<file path="src/iopc_map.svh">
// register addresses, field positions and reset values of the protect and capture block
`ifndef IOPC_MAP_SVH
`define IOPC_MAP_SVH

// controller base and register byte addresses
`define IOPC_BASE        32'h400E0E00
`define IOPC_A_LOCK      32'h400E0EE0
`define IOPC_A_WPMODE    32'h400E0EE4
`define IOPC_A_WPSTAT    32'h400E0EE8
`define IOPC_A_HYST      32'h400E0F00
`define IOPC_A_CMODE     32'h400E0F50
`define IOPC_A_IEN       32'h400E0F54
`define IOPC_A_IDIS      32'h400E0F58
`define IOPC_A_IMASK     32'h400E0F5C
`define IOPC_A_ISTAT     32'h400E0F60
`define IOPC_A_HOLD      32'h400E0F64

// write protection fields
`define IOPC_KEY_VALUE   24'h50494F
`define IOPC_KEY_MSB     31
`define IOPC_KEY_LSB     8
`define IOPC_PEN_BIT     0
`define IOPC_VFLAG_BIT   0
`define IOPC_VOFS_MSB    23
`define IOPC_VOFS_LSB    8

// capture mode fields
`define IOPC_CEN_BIT     0
`define IOPC_WID_MSB     5
`define IOPC_WID_LSB     4
`define IOPC_ALW_BIT     9
`define IOPC_ALT_BIT     10
`define IOPC_PH_BIT      11
`define IOPC_CMODE_WMASK 32'h00000E31

// capture interrupt bits
`define IOPC_IRQ_W       4
`define IOPC_IRQ_RDY     0
`define IOPC_IRQ_OVR     1
`define IOPC_IRQ_END     2
`define IOPC_IRQ_FULL    3

// reset values
`define IOPC_HYST_RST    32'h00000000
`define IOPC_CMODE_RST   32'h00000000
`define IOPC_MASK_RST    4'h0

// bus answers
`define IOPC_RESP_OK     2'h0
`define IOPC_RESP_ERR    2'h2

`endif

</file>
<file path="src/iopc_pkg.sv">
// types shared by the protect and capture block
package iopc_pkg;
  typedef enum logic [1:0] {
    IOPC_W8   = 2'h0,
    IOPC_W16  = 2'h1,
    IOPC_W32  = 2'h2,
    IOPC_WRSV = 2'h3
  } iopc_width_t;
endpackage

</file>
<file path="src/iopc_top.sv">
// line lock status, write protection, hysteresis control and parallel capture with axi4-lite registers
`timescale 1ns/100ps
`include "iopc_map.svh"

module iopc_top #(
  parameter int LINES = 32
) (
  input  wire logic              aclk,
  input  wire logic              aresetn,
  input  wire logic [31:0]       s_axi_awaddr,
  input  wire logic              s_axi_awvalid,
  output wire logic              s_axi_awready,
  input  wire logic [31:0]       s_axi_wdata,
  input  wire logic [3:0]        s_axi_wstrb,
  input  wire logic              s_axi_wvalid,
  output wire logic              s_axi_wready,
  output wire logic [1:0]        s_axi_bresp,
  output wire logic              s_axi_bvalid,
  input  wire logic              s_axi_bready,
  input  wire logic [31:0]       s_axi_araddr,
  input  wire logic              s_axi_arvalid,
  output wire logic              s_axi_arready,
  output wire logic [31:0]       s_axi_rdata,
  output wire logic [1:0]        s_axi_rresp,
  output wire logic              s_axi_rvalid,
  input  wire logic              s_axi_rready,
  input  wire logic [LINES-1:0]  line_locked,
  output wire logic [LINES-1:0]  hysteresis_off,
  input  wire logic [7:0]        cap_data,
  input  wire logic              cap_strobe,
  input  wire logic              cap_den1,
  input  wire logic              cap_den2,
  input  wire logic              rx_transfer_end,
  input  wire logic              rx_buffer_full,
  output wire logic              cap_irq
);

  // refuse line counts the register layout cannot hold
  // lines above the parameter read back as zero in the lock and hysteresis words
  if (LINES < 1 || LINES > 32) begin : g_bad_lines
    $error("iopc_top: LINES must lie between 1 and 32");
  end

  logic        aw_full_reg;
  logic [31:0] aw_addr_reg;
  logic        w_full_reg;
  logic [31:0] w_data_reg;
  logic [3:0]  w_strb_reg;
  logic        bvalid_reg;
  logic [1:0]  bresp_reg;
  logic        rvalid_reg;
  logic [31:0] rdata_reg;
  logic [1:0]  rresp_reg;

  logic                   pen_reg;
  logic                   vflag_reg;
  logic [15:0]            vofs_reg;
  logic [LINES-1:0]       hyst_reg;
  logic [31:0]            cmode_reg;
  logic [`IOPC_IRQ_W-1:0] mask_reg;
  logic                   rdy_reg;
  logic                   ovr_reg;
  logic                   irq_reg;
  logic                   idx_reg;
  logic [1:0]             cnt_reg;
  logic [31:0]            pack_reg;
  logic [31:0]            hold_reg;

  // write address and data are held independently, so either may come first
  assign s_axi_awready = !aw_full_reg && !bvalid_reg;
  assign s_axi_wready  = !w_full_reg && !bvalid_reg;
  assign s_axi_bvalid  = bvalid_reg;
  assign s_axi_bresp   = bresp_reg;
  wire   wr_go         = aw_full_reg && w_full_reg && !bvalid_reg;

  // byte strobes expanded to a bit mask; partial writes touch only enabled lanes, except that a keyed WPMODE write without lane 0 clears pen_reg
  logic [31:0] wmask;
  for (genvar b = 0; b < 4; b++) begin : g_lane
    assign wmask[8*b +: 8] = {8{w_strb_reg[b]}};
  end
  wire [31:0] wd = w_data_reg & wmask;

  // write decode
  // only the capture mode word is guarded; hysteresis and mask stay writable under protection
  wire wa_lock  = aw_addr_reg == `IOPC_A_LOCK;
  wire wa_wpm   = aw_addr_reg == `IOPC_A_WPMODE;
  wire wa_wps   = aw_addr_reg == `IOPC_A_WPSTAT;
  wire wa_hyst  = aw_addr_reg == `IOPC_A_HYST;
  wire wa_cmode = aw_addr_reg == `IOPC_A_CMODE;
  wire wa_ien   = aw_addr_reg == `IOPC_A_IEN;
  wire wa_idis  = aw_addr_reg == `IOPC_A_IDIS;
  wire wa_ro    = aw_addr_reg == `IOPC_A_IMASK || aw_addr_reg == `IOPC_A_ISTAT || aw_addr_reg == `IOPC_A_HOLD;
  wire wr_hit   = wa_lock || wa_wpm || wa_wps || wa_hyst || wa_cmode || wa_ien || wa_idis || wa_ro;
  wire key_ok   = wd[`IOPC_KEY_MSB:`IOPC_KEY_LSB] == `IOPC_KEY_VALUE;
  wire cmode_we = wr_go && wa_cmode && !pen_reg;
  wire viol     = wr_go && wa_cmode && pen_reg;

  // write channel handshake and response
  always_ff @(posedge aclk) begin
    if (!aresetn) begin
      aw_full_reg <= 1'b0;
      aw_addr_reg <= 32'h00000000;
      w_full_reg  <= 1'b0;
      w_data_reg  <= 32'h00000000;
      w_strb_reg  <= 4'h0;
      bvalid_reg  <= 1'b0;
      bresp_reg   <= `IOPC_RESP_OK;
    end else begin
      if (s_axi_awvalid && s_axi_awready) begin
        aw_full_reg <= 1'b1;
        aw_addr_reg <= s_axi_awaddr;
      end else if (wr_go) begin
        aw_full_reg <= 1'b0;
      end
      if (s_axi_wvalid && s_axi_wready) begin
        w_full_reg <= 1'b1;
        w_data_reg <= s_axi_wdata;
        w_strb_reg <= s_axi_wstrb;
      end else if (wr_go) begin
        w_full_reg <= 1'b0;
      end
      if (wr_go) begin
        bvalid_reg <= 1'b1;
        bresp_reg  <= wr_hit ? `IOPC_RESP_OK : `IOPC_RESP_ERR;
      end else if (s_axi_bready) begin
        bvalid_reg <= 1'b0;
      end
    end
  end

  // read path: one outstanding read, data registered
  // clearing reads act at the edge that takes the address, the same edge that loads the data
  assign s_axi_arready = !rvalid_reg;
  assign s_axi_rvalid  = rvalid_reg;
  assign s_axi_rdata   = rdata_reg;
  assign s_axi_rresp   = rresp_reg;
  wire   rd_go         = s_axi_arvalid && !rvalid_reg;
  wire   rd_wps        = rd_go && s_axi_araddr == `IOPC_A_WPSTAT;
  wire   rd_istat      = rd_go && s_axi_araddr == `IOPC_A_ISTAT;
  wire   rd_hold       = rd_go && s_axi_araddr == `IOPC_A_HOLD;

  // readable views of block state
  // the violation offset outlives its flag and is only replaced by the next violation
  wire [31:0] lock_w  = 32'(line_locked);
  wire [31:0] hyst_w  = 32'(hyst_reg);
  wire [31:0] wpm_w   = {31'h00000000, pen_reg};
  wire [31:0] wps_w   = {8'h00, vofs_reg, 7'h00, vflag_reg};
  wire [31:0] mask_w  = 32'(mask_reg);
  wire [3:0]  stat_w  = {rx_buffer_full, rx_transfer_end, ovr_reg, rdy_reg};
  wire [31:0] istat_w = 32'(stat_w);

  // read multiplexer; write-only and unmapped words read as zero
  logic [31:0] rd_word;
  logic        rd_hit;
  always_comb begin
    rd_word = 32'h00000000;
    rd_hit  = 1'b1;
    case (s_axi_araddr)
      `IOPC_A_LOCK:   rd_word = lock_w;
      `IOPC_A_WPMODE: rd_word = wpm_w;
      `IOPC_A_WPSTAT: rd_word = wps_w;
      `IOPC_A_HYST:   rd_word = hyst_w;
      `IOPC_A_CMODE:  rd_word = cmode_reg;
      `IOPC_A_IEN:    rd_word = 32'h00000000;
      `IOPC_A_IDIS:   rd_word = 32'h00000000;
      `IOPC_A_IMASK:  rd_word = mask_w;
      `IOPC_A_ISTAT:  rd_word = istat_w;
      `IOPC_A_HOLD:   rd_word = hold_reg;
      default:        rd_hit  = 1'b0;
    endcase
  end

  always_ff @(posedge aclk) begin
    if (!aresetn) begin
      rvalid_reg <= 1'b0;
      rdata_reg  <= 32'h00000000;
      rresp_reg  <= `IOPC_RESP_OK;
    end else if (rd_go) begin
      rvalid_reg <= 1'b1;
      rdata_reg  <= rd_word;
      rresp_reg  <= rd_hit ? `IOPC_RESP_OK : `IOPC_RESP_ERR;
    end else if (s_axi_rready) begin
      rvalid_reg <= 1'b0;
    end
  end

  // protection, violation report, hysteresis and interrupt mask
  // the key is compared on strobed lanes only, so a write that leaves out any key lane is ignored
  // a violation and a status read in one cycle keep the flag set, so no event is lost
  wire [`IOPC_IRQ_W-1:0] en_bits  = wr_go && wa_ien ? wd[`IOPC_IRQ_W-1:0] : 4'h0;
  wire [`IOPC_IRQ_W-1:0] dis_bits = wr_go && wa_idis ? wd[`IOPC_IRQ_W-1:0] : 4'h0;
  wire [31:0]            vofs_w   = aw_addr_reg - `IOPC_BASE;
  always_ff @(posedge aclk) begin
    if (!aresetn) begin
      pen_reg   <= 1'b0;
      vflag_reg <= 1'b0;
      vofs_reg  <= 16'h0000;
      hyst_reg  <= LINES'(`IOPC_HYST_RST);
      mask_reg  <= `IOPC_MASK_RST;
    end else begin
      if (wr_go && wa_wpm && key_ok) begin
        pen_reg <= wd[`IOPC_PEN_BIT];
      end
      if (viol) begin
        vflag_reg <= 1'b1;
        vofs_reg  <= vofs_w[15:0];
      end else if (rd_wps) begin
        vflag_reg <= 1'b0;
      end
      if (wr_go && wa_hyst) begin
        hyst_reg <= (hyst_reg & ~wmask[LINES-1:0]) | wd[LINES-1:0];
      end
      mask_reg <= (mask_reg | en_bits) & ~dis_bits;
    end
  end
  assign hysteresis_off = hyst_reg;

  // capture mode fields
  // a reserved width code is stored as written; the packer treats it as a byte
  wire                     cap_en = cmode_reg[`IOPC_CEN_BIT];
  iopc_pkg::iopc_width_t   width;
  assign width = iopc_pkg::iopc_width_t'(cmode_reg[`IOPC_WID_MSB:`IOPC_WID_LSB]);
  wire                     alw    = cmode_reg[`IOPC_ALW_BIT];
  wire                     alt    = cmode_reg[`IOPC_ALT_BIT];
  wire                     phase  = cmode_reg[`IOPC_PH_BIT];

  always_ff @(posedge aclk) begin
    if (!aresetn) begin
      cmode_reg <= `IOPC_CMODE_RST;
    end else if (cmode_we) begin
      cmode_reg <= ((cmode_reg & ~wmask) | wd) & `IOPC_CMODE_WMASK;
    end
  end

  // sample qualification: enables, alternate selection and phase
  // the parity bit counts every qualifying sample, kept or not
  wire qual = cap_en && cap_strobe && (alw || (cap_den1 && cap_den2));
  wire keep = qual && (!alt || idx_reg == phase);

  // bytes per word minus one; reserved code packs like a byte
  // limitation: one byte per cycle, so a 32-bit word takes at least four kept samples
  logic [1:0] last_cnt;
  always_comb begin
    case (width)
      iopc_pkg::IOPC_W16: last_cnt = 2'h1;
      iopc_pkg::IOPC_W32: last_cnt = 2'h3;
      default:            last_cnt = 2'h0;
    endcase
  end

  // first kept byte lands in the low lane; upper lanes stay zero at narrow width
  wire [4:0]  sh   = {cnt_reg, 3'h0};
  wire [31:0] ins  = 32'(cap_data) << sh;
  wire [31:0] bmsk = 32'h000000FF << sh;
  wire [31:0] asm_w = (pack_reg & ~bmsk) | ins;
  wire        done = keep && cnt_reg == last_cnt;

  // packing state restarts on any mode change so a width switch never mixes words
  // a word completed in the cycle of a mode write is dropped with the rest
  always_ff @(posedge aclk) begin
    if (!aresetn) begin
      idx_reg  <= 1'b0;
      cnt_reg  <= 2'h0;
      pack_reg <= 32'h00000000;
      hold_reg <= 32'h00000000;
    end else begin
      if (!cap_en || cmode_we) begin
        idx_reg  <= 1'b0;
        cnt_reg  <= 2'h0;
        pack_reg <= 32'h00000000;
      end else begin
        if (qual) begin
          idx_reg <= !idx_reg;
        end
        if (done) begin
          cnt_reg  <= 2'h0;
          pack_reg <= 32'h00000000;
        end else if (keep) begin
          cnt_reg  <= cnt_reg + 2'h1;
          pack_reg <= asm_w;
        end
      end
      if (done && !cmode_we) begin
        hold_reg <= asm_w;
      end
    end
  end

  // capture flags: a new word wins over a clearing read in the same cycle
  // switching capture off drops both flags but leaves the last word readable
  always_ff @(posedge aclk) begin
    if (!aresetn) begin
      rdy_reg <= 1'b0;
      ovr_reg <= 1'b0;
    end else if (!cap_en) begin
      rdy_reg <= 1'b0;
      ovr_reg <= 1'b0;
    end else begin
      if (done && !cmode_we) begin
        rdy_reg <= 1'b1;
      end else if (rd_hold) begin
        rdy_reg <= 1'b0;
      end
      if (done && !cmode_we && rdy_reg && !rd_hold) begin
        ovr_reg <= 1'b1;
      end else if (rd_istat) begin
        ovr_reg <= 1'b0;
      end
    end
  end

  // registered interrupt, one cycle behind the flags
  // the extra cycle of latency buys a glitch-free output for the interrupt controller
  always_ff @(posedge aclk) begin
    if (!aresetn) begin
      irq_reg <= 1'b0;
    end else begin
      irq_reg <= |(stat_w & mask_reg);
    end
  end
  assign cap_irq = irq_reg;

endmodule

</file>
<file path="config.mk">
export PLATFORM = sky130hd
export DESIGN_NAME = iopc_top
export DESIGN_NICKNAME = d
export VERILOG_FILES = /design/src/iopc_pkg.sv /design/src/iopc_top.sv
export VERILOG_INCLUDE_DIRS = /design/src
export SDC_FILE = /design/constraint.sdc
export NUM_CORES = 1
export LEC_CHECK = 0
export ABC_AREA = 1
export BUFFER_PORTS_ARGS = -buffer_cell sky130_fd_sc_hd__buf_2
export CORE_MARGIN = 10
export CORE_UTILIZATION = 50
export CTS_CLUSTER_DIAMETER = 100
export DETAILED_ROUTE_END_ITERATION = 10
export MAX_ROUTING_LAYER = met4
export PLACE_DENSITY = 0.77
export SYNTH_ARGS = -nofsm -noshare
export SYNTH_HDL_FRONTEND = slang
export SYNTH_SLANG_ARGS = --single-unit
</file>
<file path="constraint.sdc">
create_clock -name aclk -period 4.14 [get_ports aclk]
set_input_delay 0.828 -clock aclk [delete_from_list [all_inputs] [get_ports aclk]]
set_output_delay 0.828 -clock aclk [all_outputs]
set_load 0.01 [all_outputs]
</file>
==> results of run 1 <==
stage by stage:
| stage | instance area [µm²] | utilization, % |
|---|---|---|
| floorplan | 10600 | - |
| global placement | 11700 | 56.2 |
| detailed placement | 11700 | 56.2 |
| CTS | 12600 | 60.2 |
| global route | 12600 | 60.2 |
| finish | 12600 | 60.2 |
power groups by stage:
stage / sequential [mW] / combinational (mW) / clock (mW)
after floorplan: 2.42 / 0.220 / 0
final: 2.39 / 0.367 / 2.28
after detailed placement: 2.44 / 0.362 / 0
after global placement: 2.44 / 0.355 / 0
after CTS: 2.39 / 0.365 / 2.29
after global routing: 2.40 / 0.413 / 2.38
layer usage:
metal | vias to the layer above | global-route usage, % | wire length [µm]
met4 | 0 | 8.38 | 1060
met3 | 62 | 4.66 | 3120
met1 | 4919 | 30.0 | 14000
li1 | 5304 | - | -
met5 | - | - | 0
met2 | 485 | 39.0 | 15400
path summary, 6_finish.rpt:
path,startpoint,endpoint,slack [ns]
worst max-delay path,cnt_reg[1]$_SDFFE_PP0P_,pack_reg[8]$_SDFFE_PP0P_,1.42
worst min-delay path,vofs_reg[7]$_SDFFE_PN0P_,vofs_reg[7]$_SDFFE_PN0P_,0.44
worst max register to register,cnt_reg[1]$_SDFFE_PP0P_,pack_reg[8]$_SDFFE_PP0P_,1.42
worst min register to register,vofs_reg[7]$_SDFFE_PN0P_,vofs_reg[7]$_SDFFE_PN0P_,0.44
worst max-delay path, cell delays in order (launching register included):
cell	delay (ns)
dfxtp_1	0.85
inv_2	0.35
nor2_1	0.26
nor4_4	0.08
nand3b_2	0.69
a21oi_1	0.38
cells by family (layout without fill, tap and decap cells):
family / after synthesis / in the layout / synth area share, %
AOI/OAI and AO/OA: 351 / 351 / 17.2
xor gates and xnor gates: 3 / 3 / 0.249
adders and majority gates: 6 / 6 / 0.710
buffers and inverters: 217 / 413 / 8.45
DFF: 236 / 236 / 44.7
other: 1 / 3 / 0.0355
and+or+nand+nor: 717 / 717 / 28.6
synthesized netlist by cell type, drive strengths merged:
cell type	count	area share (%)
a21oi	158	7.5
a41oi	1	0.083
and2	1	0.059
buf	33	1.9
clkbuf	46	1.6
clkinv	3	0.11
conb	1	0.035
dfxtp	236	45
ha	6	0.71
inv	135	4.8
nand2	372	14
nand3	65	3.3
nand3b	1	0.11
nand4	15	0.95
nor2	233	8.9
nor3	15	0.76
nor4	7	0.56
o211ai	9	0.64
o21a	3	0.21
o21ai	156	7.4
o22ai	24	1.4
or2	8	0.47
xnor2	2	0.17
xor2	1	0.083
cell type report:
type / count / area [µm²]
tap: 275 / 344
inverter: 138 / 518
clock buffer: 34 / 689
clock inverter: 7 / 135
fill: 1937 / 8320
antenna: 1 / 2.50
sequential: 236 / 4720
multi-input combinational: 1079 / 4960
timing repair buffer: 234 / 1200
==> results.json, run 1 <==
{
  "clockBufferDepth": 3,
  "end_kind": "flop",
  "ir_drop_uv": 334,
  "synth-seq-cells": 236,
  "drt-wirelength-per-cell_um": 16.8,
  "clk_pin_slew_ns": 0.06,
  "cts_made_buffers": 24,
  "layout_commonest_cell": "nand2_1",
  "max_freq_mhz": 368,
  "p_int_mw": 3.87,
  "holdPathStages": 2,
  "syn_avg_cell_area_um2": 6.90,
  "rsz0062_at_grt": "false",
  "fin_crit_ns": 2.72,
  "clkPwrFrac_pct": 45.2,
  "dp_hpwl_um": 25200,
  "clk_latency_ns": 0.52,
  "power_switching_mw": 1.16,
  "via_count": 10770,
  "max-cap-violations": 0,
  "viasPerCell": 5.37,
  "grt.total_usage_pct": 24.3,
  "critPathMaxFanout": 34,
  "max_slew_margin_pct": 27.8,
  "clock_sinks": 236,
  "timing.final.crit_share_pct": 65.7,
  "netlist_area_mm2": 0.0106,
  "die-height_um": 165,
  "timing.setup.tns_ns": 0,
  "r2r_cells": 5,
  "place_ws_ns": 1.20,
  "grt_remaining_overflow": 0,
  "outcome": "completed",
  "dieWidth_um": 165,
  "ios": 226,
  "totalPowerFinal_mw": 5.03,
  "worst_ep_arrival_time_ns": 3.14,
  "cts_hold_buf": 0,
  "drtPass1Iterations": 6,
  "cts-root-buf": "clkbuf_16",
  "power_frac_comb_pct": 7.3,
  "nNetsFinal": 1871,
  "start_kind": "flop",
  "antenna_left": 0,
  "drtIter0Drc": 1077,
  "worst_pin_slew_ns": 1.08,
  "ys_warn_count": 0,
  "ys_types": 38,
  "area_growth_pct": 18.9,
  "grt_max_degree": 77,
  "placedCellCount": 1962,
  "core_mm2": 0.0209,
  "p_per_area_mw_per_mm2": 400,
  "cts_repair_resize_count": 0,
  "cts_tree": "yes",
  "fin_hold_ws_ns": 0.441,
  "initial_core_util_pct": 50.6,
  "drc": 0,
  "setup_viol": 0,
  "power_leakage_nw": 5.15,
  "grt_pass1_wl_um": 52100,
  "crit_type": "reg -> reg",
  "grt_pass1_vias": 10284,
  "htreeDepth": 1,
  "die_area_mm2": 0.0274,
  "cts_setup_buffers": 0,
  "setup_ws_ns": 1.42,
  "finalHoldViolations": 0,
  "drv_slew": 0,
  "drt-total-wl_um": 33600,
  "drive_gt1_share_pct": 18.4,
  "final_cell_mix": "nand2_1, dfxtp_1, buf_2, nor2_1, a21oi_1",
  "place.gp.congestion": 0.979,
  "min_path_type": "reg -> reg",
  "fin_skew_ns": 0.00736,
  "switching_share_pct": 23.1,
  "cp.required_ns": 4.56,
  "stdcell_count": 2004,
  "ys_seq_area_share_pct": 44.7,
  "antenna_found_initial": 1,
  "netlist_instances": 1531,
  "rows": 53,
  "io_buffers": 223,
  "seqPwrFrac_pct": 47.5
}
No activity file was read; power rests on OpenSTA's default activity.
==> inputs of run 2 (changes only) <==
Settings changed: CORE_UTILIZATION 50 to 49, PLACE_DENSITY 0.77 to 0.79.
Clock period 4.14 ns to 2.41 ns, I/O delays scaled along.
==> run 2 against run 1 <==
  * Setup slack worse by 1.1 ns
  * Core utilization down 0.29 points
  * Sequential cell count unchanged
  * Clock skew up 0.0066 ns
  * Count of clock-buffer cells in the layout down 1
  * Non-clock buffer count up 14
  * Maximum frequency up 32%
  * Die area up 1.8%
  * Combinational power up 75%
  * Clock power up 56%
  * Power up 65%
  * Critical path type unchanged
  * Largest cell class unchanged
==> results.json, run 2 (synthesis results as in run 1) <==
{
  "max_freq_mhz": 487,
  "timing.setup.tns_ns": 0,
  "cts_made_buffers": 25,
  "drive_gt1_share_pct": 19.2,
  "clockBufferDepth": 3,
  "via_count": 10700,
  "grt_pass1_vias": 10148,
  "fin_skew_ns": 0.0140,
  "dieWidth_um": 167,
  "dp_hpwl_um": 25400,
  "drtPass1Iterations": 5,
  "max_slew_margin_pct": 55.6,
  "nNetsFinal": 1886,
  "htreeDepth": 1,
  "fin_hold_ws_ns": 0.215,
  "worst_pin_slew_ns": 0.665,
  "cts_repair_resize_count": 0,
  "rsz0062_at_grt": "false",
  "worst_ep_arrival_time_ns": 2.47,
  "cts_tree": "yes",
  "ir_drop_uv": 459,
  "nFillCells": 1982,
  "crit_type": "reg -> reg",
  "cts_setup_buffers": 0,
  "grt.total_usage_pct": 23.5,
  "die-height_um": 167,
  "grt_remaining_overflow": 0,
  "ios": 226,
  "p_per_area_mw_per_mm2": 656,
  "rows": 53,
  "area_growth_pct": 19.8,
  "critPathMaxFanout": 27,
  "cts_hold_buf": 0,
  "finalHoldViolations": 0,
  "clk_pin_slew_ns": 0.06,
  "drtIter0Drc": 1067,
  "antenna_left": 0,
  "end_kind": "flop",
  "drt-wirelength-per-cell_um": 16.7,
  "min_path_type": "in -> reg",
  "grt_pass1_wl_um": 53100,
  "antenna_found_initial": 1,
  "die_area_mm2": 0.0278,
  "drc": 0,
  "viasPerCell": 5.30,
  "final_cell_mix": "nand2_1, dfxtp_1, buf_2, nor2_1, a21oi_1",
  "timing.final.crit_share_pct": 85.2,
  "drt-total-wl_um": 33800,
  "cts-root-buf": "clkbuf_16",
  "core_mm2": 0.0212,
  "power_leakage_nw": 5.22,
  "clk_latency_ns": 0.52,
  "layout_commonest_cell": "nand2_1",
  "clock_sinks": 236,
  "cp.required_ns": 2.82,
  "setup_viol": 0,
  "max-cap-violations": 0,
  "grt_max_degree": 102,
  "initial_core_util_pct": 50.0,
  "place.gp.congestion": 0.946,
  "io_buffers": 223,
  "drv_slew": 0,
  "start_kind": "flop",
  "outcome": "completed",
  "fin_crit_ns": 2.05,
  "worstHoldStart": "s_axi_awaddr[21]"
}
run 2: changes by cell type in the layout (fill, tap and decap cells not counted):
| cell | before | now |
|---|---|---|
| buf_4 | 11 | 20 |
| buf_12 | 0 | 5 |
| bufinv_16 | 4 | 0 |
| clkbuf_1 | 6 | 2 |
| clkbuf_8 | 3 | 6 |
| clkinv_2 | 3 | 6 |
| inv_6 | 0 | 1 |
run 2: cell type report:
class                           instances  area (µm²)  area share [%]
Timing Repair Buffer                  248        1370            10.8
Clock buffer                           33         716            5.65
Clock inverter                          7        38.8           0.306
Antenna cell                            1        2.50          0.0198
Tap cell                              275         344            2.72
Inverter                              138         518            4.09
Multi-Input combinational cell       1079        4960            39.1
Sequential cell                       236        4720            37.3
run 2: stage by stage:
stage	instances	utilization [%]	instance area (µm²)	setup slack (ns)	power, mW
3_3_place_gp	1976	56.3	11900	0.228	4.81
4_1_cts	2016	59.9	12700	0.361	8.35
6_report	2017	59.9	12700	0.357	8.31
2_1_floorplan	1532	-	10600	0.621	4.54
3_5_place_dp	1976	56.3	11900	0.163	4.82
5_1_grt	2017	59.9	12700	0.192	8.60
run 2: where the power goes:
part | total (mW) | switching [mW] | internal (mW) | leakage, nW
Clock | 3.56 | 1.50 | 2.06 | 0.382
Combinational | 0.643 | 0.406 | 0.236 | 2.92
Sequential | 4.10 | 0.0845 | 4.02 | 1.92
Total | 8.31 | 1.99 | 6.32 | 5.22
run 2: final timing paths:
kind	end	slack, ns	cells after the start
min	aw_addr_reg[21]$_SDFFE_PN0P_	0.22	3
max	hold_reg[8]$_SDFFE_PN0P_	0.36	10
min reg2reg	vofs_reg[14]$_SDFFE_PN0P_	0.44	2
max reg2reg	hold_reg[8]$_SDFFE_PN0P_	0.36	10
run 2: layer usage:
metal,vias to the layer above,wire [µm],part of all wire [%],track usage (%)
met4,0,1090,3.2,8.25
met1,4832,14800,44,29.6
met2,467,15400,46,37.0
met3,67,2520,7.5,4.31
met5,-,0,0,-
li1,5334,-,-,-
run 2: worst max-delay path: stages, from the launching register on:
cell     delay (ns)
dfxtp_1        0.32
inv_1          0.07
ha_1           0.31
xnor2_1        0.16
nor4_4         0.39
nand2_4        0.12
inv_2          0.20
buf_12         0.20
nand2_1        0.08
nand2_1        0.06
nor2_1         0.04
